<file path="src/mrcm_pkg.sv">
package mrcm_pkg;

   // ----------------------------------------
   // Timing
   // ----------------------------------------
   localparam int SYS_CLK_HZ = 20_000_000;
   localparam int REF_T1_KHZ = 1544;
   localparam int REF_E1_KHZ = 2048;
   // Slowest reference period, in system cycles (rounded up)
   localparam int REF_EDGE_CYC =
      (SYS_CLK_HZ + REF_T1_KHZ * 1000 - 1) / (REF_T1_KHZ * 1000);
   // Activity timeout: several expected reference periods
   localparam int REF_TIMEOUT_PERIODS = 4;
   localparam int REF_TIMEOUT_CYC = REF_TIMEOUT_PERIODS * REF_EDGE_CYC;
   localparam int TMO_W = 8;
   localparam logic [TMO_W-1:0] TMO_LIMIT = TMO_W'(REF_TIMEOUT_CYC);
   // Edges needed before declaring the reference toggling
   localparam logic [2:0] EDGE_SETTLE = 3'h4;

   // ----------------------------------------
   // Wait-state generation
   // ----------------------------------------
   localparam logic [3:0] WAIT_REF_EDGES = 4'h2;

   // ----------------------------------------
   // Reset values
   // ----------------------------------------
   localparam logic [TMO_W-1:0] TMO_RST = 8'h00;
   localparam logic [2:0] EDGE_RST = 3'h0;

   typedef enum logic [1:0] {
      MRCM_REF_LOW,
      MRCM_REF_HIGH,
      MRCM_REF_TOGGLE
   } mrcm_mode_t;

endpackage

</file>
<file path="src/mrcm_ctrl.sv">
module mrcm_ctrl
   import mrcm_pkg::*;
(
   input wire logic clk_sys_i,
   input wire logic resetn_i,
   input wire logic ref_clk_i,
   input wire logic loss_of_signal_i,
   input wire logic line_clk_i,
   input wire logic line_pos_i,
   input wire logic line_neg_i,
   input wire logic transmit_all_ones_i,
   input wire logic tx_data_i,
   input wire logic host_access_i,
   output logic [1:0] ref_mode_o,
   output logic recovery_en_o,
   output logic jitter_ref_tick_o,
   output logic rx_powerdown_o,
   output logic recovered_clk_o,
   output logic recovered_clk_oe_o,
   output logic receive_positive_data_o,
   output logic receive_negative_data_o,
   output logic receive_data_oe_o,
   output logic tx_ones_tick_o,
   output logic tx_data_o,
   output logic host_ready_o,
   output logic host_ready_oe_o
);

   // ----------------------------------------
   // Input synchronisers
   // ----------------------------------------
   logic ref_s;
   logic los_s;
   logic lclk_s;
   logic lpos_s;
   logic lneg_s;
   logic transmit_all_ones_s;
   logic txd_s;
   logic hacc_s;

   mrcm_sync u_sync_ref (.clk_sys_i(clk_sys_i), .resetn_i(resetn_i),
      .async_i(ref_clk_i), .sync_o(ref_s));
   mrcm_sync u_sync_los (.clk_sys_i(clk_sys_i), .resetn_i(resetn_i),
      .async_i(loss_of_signal_i), .sync_o(los_s));
   mrcm_sync u_sync_lclk (.clk_sys_i(clk_sys_i), .resetn_i(resetn_i),
      .async_i(line_clk_i), .sync_o(lclk_s));
   mrcm_sync u_sync_lpos (.clk_sys_i(clk_sys_i), .resetn_i(resetn_i),
      .async_i(line_pos_i), .sync_o(lpos_s));
   mrcm_sync u_sync_lneg (.clk_sys_i(clk_sys_i), .resetn_i(resetn_i),
      .async_i(line_neg_i), .sync_o(lneg_s));
   mrcm_sync u_sync_transmit_all_ones (.clk_sys_i(clk_sys_i), .resetn_i(resetn_i),
      .async_i(transmit_all_ones_i), .sync_o(transmit_all_ones_s));
   mrcm_sync u_sync_txd (.clk_sys_i(clk_sys_i), .resetn_i(resetn_i),
      .async_i(tx_data_i), .sync_o(txd_s));
   mrcm_sync u_sync_hacc (.clk_sys_i(clk_sys_i), .resetn_i(resetn_i),
      .async_i(host_access_i), .sync_o(hacc_s));

   // ----------------------------------------
   // Edge-activity classifier
   // ----------------------------------------
   logic ref_d_reg;
   logic [TMO_W-1:0] tmo_reg;
   logic [TMO_W-1:0] tmo_next;
   logic [2:0] edge_cnt_reg;
   logic [2:0] edge_cnt_next;
   mrcm_mode_t mode_reg;
   mrcm_mode_t mode_next;

   wire ref_edge = ref_s ^ ref_d_reg;
   wire ref_rise = ref_s & ~ref_d_reg;
   wire timeout = (tmo_reg >= TMO_LIMIT);
   wire edges_full = (edge_cnt_reg == EDGE_SETTLE);

   assign tmo_next = ref_edge ? TMO_RST :
      (timeout ? tmo_reg : tmo_reg + 8'h01);
   assign edge_cnt_next = timeout ? EDGE_RST :
      ((ref_edge && !edges_full) ? edge_cnt_reg + 3'h1 : edge_cnt_reg);

   always_comb
   begin
      mode_next = mode_reg;
      case (mode_reg)
         MRCM_REF_TOGGLE:
            if (timeout)
               mode_next = ref_s ? MRCM_REF_HIGH : MRCM_REF_LOW;
         default:
            if (edges_full && !timeout)
               mode_next = MRCM_REF_TOGGLE;
            // First edge after idle keeps the class
            else if (timeout && !ref_edge)
               mode_next = ref_s ? MRCM_REF_HIGH : MRCM_REF_LOW;
      endcase
   end

   always_ff @(posedge clk_sys_i)
   begin
      if (!resetn_i)
      begin
         ref_d_reg <= 1'b0;
         tmo_reg <= TMO_RST;
         edge_cnt_reg <= EDGE_RST;
         mode_reg <= MRCM_REF_LOW;
      end
      else
      begin
         ref_d_reg <= ref_s;
         tmo_reg <= tmo_next;
         edge_cnt_reg <= edge_cnt_next;
         mode_reg <= mode_next;
      end
   end

   // ----------------------------------------
   // Mode decode
   // ----------------------------------------
   wire is_tog = (mode_reg == MRCM_REF_TOGGLE);
   wire is_high = (mode_reg == MRCM_REF_HIGH);
   wire is_low = (mode_reg == MRCM_REF_LOW);
   wire rclk_next = (is_tog && los_s) ? ref_s : lclk_s;
   wire tx_next = (is_tog && transmit_all_ones_s) ? 1'b1 : txd_s;
   wire ones_tick_next = is_tog && transmit_all_ones_s && ref_rise;
   wire jit_next = is_tog && ref_rise;

   // ----------------------------------------
   // Wait-state generation
   // ----------------------------------------
   logic [3:0] wait_cnt_reg;
   logic [3:0] wait_cnt_next;
   logic hacc_d_reg;
   wire acc_start = hacc_s & ~hacc_d_reg;
   wire wait_busy = (wait_cnt_reg != 4'h0);

   assign wait_cnt_next = (acc_start && is_tog) ? WAIT_REF_EDGES :
      ((wait_busy && ref_rise) ? wait_cnt_reg - 4'h1 : wait_cnt_reg);

   // ----------------------------------------
   // Registered outputs
   // ----------------------------------------
   always_ff @(posedge clk_sys_i)
   begin
      if (!resetn_i)
      begin
         hacc_d_reg <= 1'b0;
         wait_cnt_reg <= 4'h0;
         ref_mode_o <= 2'h0;
         recovery_en_o <= 1'b0;
         jitter_ref_tick_o <= 1'b0;
         rx_powerdown_o <= 1'b1;
         recovered_clk_o <= 1'b0;
         recovered_clk_oe_o <= 1'b0;
         receive_positive_data_o <= 1'b0;
         receive_negative_data_o <= 1'b0;
         receive_data_oe_o <= 1'b0;
         tx_ones_tick_o <= 1'b0;
         tx_data_o <= 1'b0;
         host_ready_o <= 1'b0;
         host_ready_oe_o <= 1'b0;
      end
      else
      begin
         hacc_d_reg <= hacc_s;
         wait_cnt_reg <= is_tog ? wait_cnt_next : 4'h0;
         ref_mode_o <= mode_reg;
         recovery_en_o <= is_tog;
         jitter_ref_tick_o <= jit_next;
         rx_powerdown_o <= is_low;
         recovered_clk_o <= is_low ? 1'b0 : rclk_next;
         recovered_clk_oe_o <= !is_low;
         receive_positive_data_o <= is_low ? 1'b0 : lpos_s;
         receive_negative_data_o <= is_low ? 1'b0 : lneg_s;
         receive_data_oe_o <= !is_low;
         tx_ones_tick_o <= ones_tick_next;
         tx_data_o <= tx_next;
         host_ready_o <= is_tog && hacc_s && !wait_busy && !acc_start;
         host_ready_oe_o <= is_tog && hacc_s;
      end
   end

   // ----------------------------------------
   // Checks
   // ----------------------------------------
   chk_low_tristate:
   assert property (@(posedge clk_sys_i) disable iff (!resetn_i)
      is_low |=> !recovered_clk_oe_o && !receive_data_oe_o && rx_powerdown_o)
      else $error("static low did not tristate receive outputs");

   chk_high_norecov:
   assert property (@(posedge clk_sys_i) disable iff (!resetn_i)
      is_high |=> !recovery_en_o && receive_data_oe_o)
      else $error("static high left recovery enabled");

   chk_tog_recov:
   assert property (@(posedge clk_sys_i) disable iff (!resetn_i)
      is_tog |=> recovery_en_o && !rx_powerdown_o)
      else $error("toggling reference did not enable recovery");

   chk_los_refclk:
   assert property (@(posedge clk_sys_i) disable iff (!resetn_i)
      (is_tog && los_s) |=> recovered_clk_o == $past(ref_s))
      else $error("recovered clock not taken from reference in LOS");

   chk_transmit_all_ones_ones:
   assert property (@(posedge clk_sys_i) disable iff (!resetn_i)
      (is_tog && transmit_all_ones_s) |=> tx_data_o)
      else $error("all-ones not sent");

   chk_wait_absent:
   assert property (@(posedge clk_sys_i) disable iff (!resetn_i)
      !is_tog |=> !host_ready_oe_o && !host_ready_o)
      else $error("wait-state signalling without reference");

   chk_timeout_leave:
   assert property (@(posedge clk_sys_i) disable iff (!resetn_i)
      (is_tog && timeout) |=> !is_tog)
      else $error("mode kept toggling after timeout");

   chk_settle_enter:
   assert property (@(posedge clk_sys_i) disable iff (!resetn_i)
      (!is_tog && !edges_full) |=> !is_tog)
      else $error("toggle mode entered before edges settled");

   chk_idle_edge_hold:
   assert property (@(posedge clk_sys_i) disable iff (!resetn_i)
      (!is_tog && timeout && ref_edge) |=> mode_reg == $past(mode_reg))
      else $error("static class flipped on first reference edge");

endmodule // mrcm_ctrl

</file>
<file path="src/mrcm_sync.sv">
module mrcm_sync
   import mrcm_pkg::*;
(
   input wire logic clk_sys_i,
   input wire logic resetn_i,
   input wire logic async_i,
   output logic sync_o
);

   logic meta_reg;

   always_ff @(posedge clk_sys_i)
   begin
      if (!resetn_i)
      begin
         meta_reg <= 1'b0;
         sync_o <= 1'b0;
      end
      else
      begin
         meta_reg <= async_i;
         sync_o <= meta_reg;
      end
   end

endmodule // mrcm_sync

</file>
<file path="config.mk">
export PLATFORM = sky130hd
export DESIGN_NAME = mrcm_ctrl
export DESIGN_NICKNAME = d
export VERILOG_FILES = /design/src/mrcm_pkg.sv /design/src/mrcm_ctrl.sv /design/src/mrcm_sync.sv
export SDC_FILE = /design/constraint.sdc
export NUM_CORES = 1
export LEC_CHECK = 0
export ABC_AREA = 1
export BUFFER_PORTS_ARGS = -buffer_cell sky130_fd_sc_hd__buf_2
export CAP_MARGIN = 30
export CORE_MARGIN = 1.5
export CORE_UTILIZATION = 53
export DETAILED_ROUTE_END_ITERATION = 10
export PLACE_DENSITY = 0.74
export SLEW_MARGIN = 20
export SYNTH_ARGS = -nofsm -noshare
export SYNTH_HDL_FRONTEND = slang
export SYNTH_SLANG_ARGS = --single-unit
</file>
<file path="constraint.sdc">
create_clock -name clk_sys_i -period 1.2 [get_ports clk_sys_i]
set_input_delay 0.06 -clock clk_sys_i [delete_from_list [all_inputs] [get_ports clk_sys_i]]
set_output_delay 0.06 -clock clk_sys_i [all_outputs]
set_load 0.1 [all_outputs]
</file>
==> summary.md <==
| Metric | Value |
|---|---|
| Fin. max-slew vios | `0` |
| Core ar. | `3340 um2` |
| Crit path arrival time | `1.12 ns` |
| CP top delay family | `buffers and inverters` |
| Finished Core Util | `0.688` |
| Worst endpoint required time | `1.14 ns` |
| Vias per cell | `4.40` |
| Worst-Skew Late Latency | `0.37 ns` |
| Area share of and/or/nand/nor cells after synthesis | `0.248` |
| Worst path cell trace | `buf_2` |
| Die Wd | `62.0 um` |
| Synth Area in Adders | `0.0407` |
| Crit path kind | `flop to output pin` |
| Leak | `0.00116 uW` |
| Worst path max stage delay | `0.41 ns` |
| IO buf count | `23` |
| CTS Sinks | `48` |
| CTS Root Cell | `clkbuf_4` |
| DRC viols | `0` |
| #FFs+latches synth | `48` |
| Setup Viol. Count Final | `0` |
| Post-DR wirelength/cell | `9.76 um` |
| DIE AREA | `3850 um2` |
| Antenna violations before repair | `0` |
| Unique masters post-synth | `23` |
| Met1 GRT Util | `0.224` |
| Clock transition at path regs | `0.14 ns` |
| Met3 GRT Util | `0.0559` |
| Crit-path max FO | `2` |
| CTS tree | `done` |
| First-pass GRT wire length | `5020 um` |
| Total CTS buffers | `5` |
| Mapped Cells | `229` |
| Netlist Area Pre-Place | `1850 um2` |
| Cell area power density | `1210 nW/um2` |
| Count leader, synth | `nand2_1` |
| Worst hold-check path type | `input pin to flop` |
| Final Hold Viols | `0` |
| Total grt overflow | `0` |
| Area contributors post-synth | `dfxtp_1 52%, nand2_1 12%, inv_1 10%` |
| Post-synth top area share | `0.521` |
| Outcome | `finished clean` |
| R2R setup slack | `0.10 ns` |
| Layout cells sized above 1 | `0.258` |
| Fin nets | `286` |
| Fraction of synthesized cell area in xor and xnor cells | `0.00949` |
| GRT Max-Usage Layer | `met2` |
| Worst slew pin tran | `0.484 ns` |
| Unrepaired setup endpoints after global routing | `yes` |
| Total Wirelength | `3090 um` |
| Vias in the first global route | `1255` |
| Synth cell count leaders | `61 x nand2_1, 50 x inv_1, 48 x dfxtp_1, 12 x a21oi_1, 11 x nor2_1` |
| Syn Nets | `245` |
| CTS max path bufs | `2` |
| Crit path time final | `1.18 ns` |
| Number of synthesized flops with an enable pin | `0` |
| Final Skew | `0.00616 ns` |
| Count of boundary I/O pins | `24` |
| Max-Cap Viols | `0` |
| Dpl hpwl | `2020 um` |
| Tot Pwr | `2780 uW` |
| FP Rows | `21` |
| Max-slew headroom at the worst pin | `0.680` |
| Initial Utilization | `0.553` |
| Hold path depth | `4` |
| Routed via count | `1394` |
| Max FFs per register | `8` |
| CP endpoint kind | `output pin` |
| Drt initial violations | `53` |
| Largest net degree at the start of global routing | `20` |
| Largest family of logic cells by synthesized area | `simple AND/OR/NAND/NOR gates` |
| Antenna diodes | `0` |
| All-Layer GR Usage | `0.182` |
| Drt pass-1 iters | `4` |
| Avg Cell Area, Syn | `8.06 um2` |
| Placer Congestion | `0.763` |
| Buf/Inv on CP | `1` |
| Mux cell area share after synthesis | `0` |
| Yosys warns | `0` |
| Synth Area in Compound Gates | `0.0549` |
| R2R cell count | `7` |
| Ys async rst share | `0` |
| Peak supply drop | `0.972 mV` |
| Fin crit share | `0.986` |
| Startpoint types | `flop` |
| Post-synth top area cell | `dfxtp_1` |
| Routed Antenna Nets | `0` |
| Sequential area share after synthesis | `0.521` |
| Synth Flop Type | `dfxtp_1` |
| H-tree levels | `2` |
| Levels on crit path | `1` |
| Layout area overhead | `24.4%` |
| Max Clock Freq | `0.845 GHz` |
| Slowest CP cell | `buf_2` |
| Die Ht | `62.0 um` |
| Met2 Usage GRT | `0.295` |
[tightest hold or removal path: stages]
cell and delay (ns):
dlygate4sd3_1 0.52, buf_2 0.09, nand2_1 0.04, inv_1 0.04
[power by group]
group | switching (uW) | internal [uW]
sequential | 18.9 | 1630
clock | 523 | 445
combinational | 85.6 | 70.0
[cell usage in the layout (no fill, tap or decap), drive strengths merged]
master	count
a21oi	15
buf	19
bufinv	1
clkbuf	15
clkinvlp	1
dfxtp	48
dlygate4sd3	9
ha	6
inv	55
nand2	68
nand3	10
nand4	3
nor2	14
nor3	1
nor4	1
o21ai	3
xor2	2
[layer usage]
metal  share of wire  vias up
li1                -      755
met1            0.45      610
met2            0.49       22
met3           0.036        7
met4           0.018        0
met5               0        -
[repair_timing]
action                                  in CTS  in global routing
hold buffers                                 9                  0
endpoints found under the hold margin       10                  0
pin swaps                                    0                  2
gates resized for setup                      2                 24
buffers inserted                             0                  0
gates cloned                                 0                  0
endpoints found under the setup margin       4                 21
[cell type report]
cell class	instances	area, um2
inverter	54	208
tap	46	57.6
fill	275	1040
multi-input combinational	123	701
sequential	48	966
clock inverter	3	46.3
timing repair buffer	38	280
clock buffer	5	37.5
[kinds of logic after synthesis]
logic type | count (synthesis)
AO/OA/AOI/OAI | 18
XOR/XNOR | 2
adder cells (fa/ha/maj) | 6
buffers and inverters | 58
flip-flops | 48
AND/OR/NAND/NOR | 97
[path summary, 6_finish.rpt]
check / to / from
worst max-delay path: recovered_clk_oe_o / receive_data_oe_o
worst max register to register: wait_cnt_reg[2] / wait_cnt_reg[0]
worst min-delay path: u_sync_txd.meta_reg / tx_data_i
worst min register to register: receive_positive_data_o / u_sync_lpos.sync_o
[through the flow]
| step | setup TNS [ns] | cells | worst slack (ns) | area (um2) | hold slack [ns] |
|---|---|---|---|---|---|
| detailed placement | 0 | 300 | 0.0450 | 2040 | 0.244 |
| CTS | -0.00483 | 317 | -0.00286 | 2220 | 0.380 |
| floorplan | 0 | 229 | 0.100 | 1850 | 0.158 |
| finish | 0 | 317 | 0.0171 | 2300 | 0.397 |
| global route | -0.0860 | 317 | -0.0439 | 2300 | 0.402 |
| global placement | 0 | 300 | 0.0725 | 2040 | 0.241 |
No activity file was read; power rests on OpenSTA's default activity.
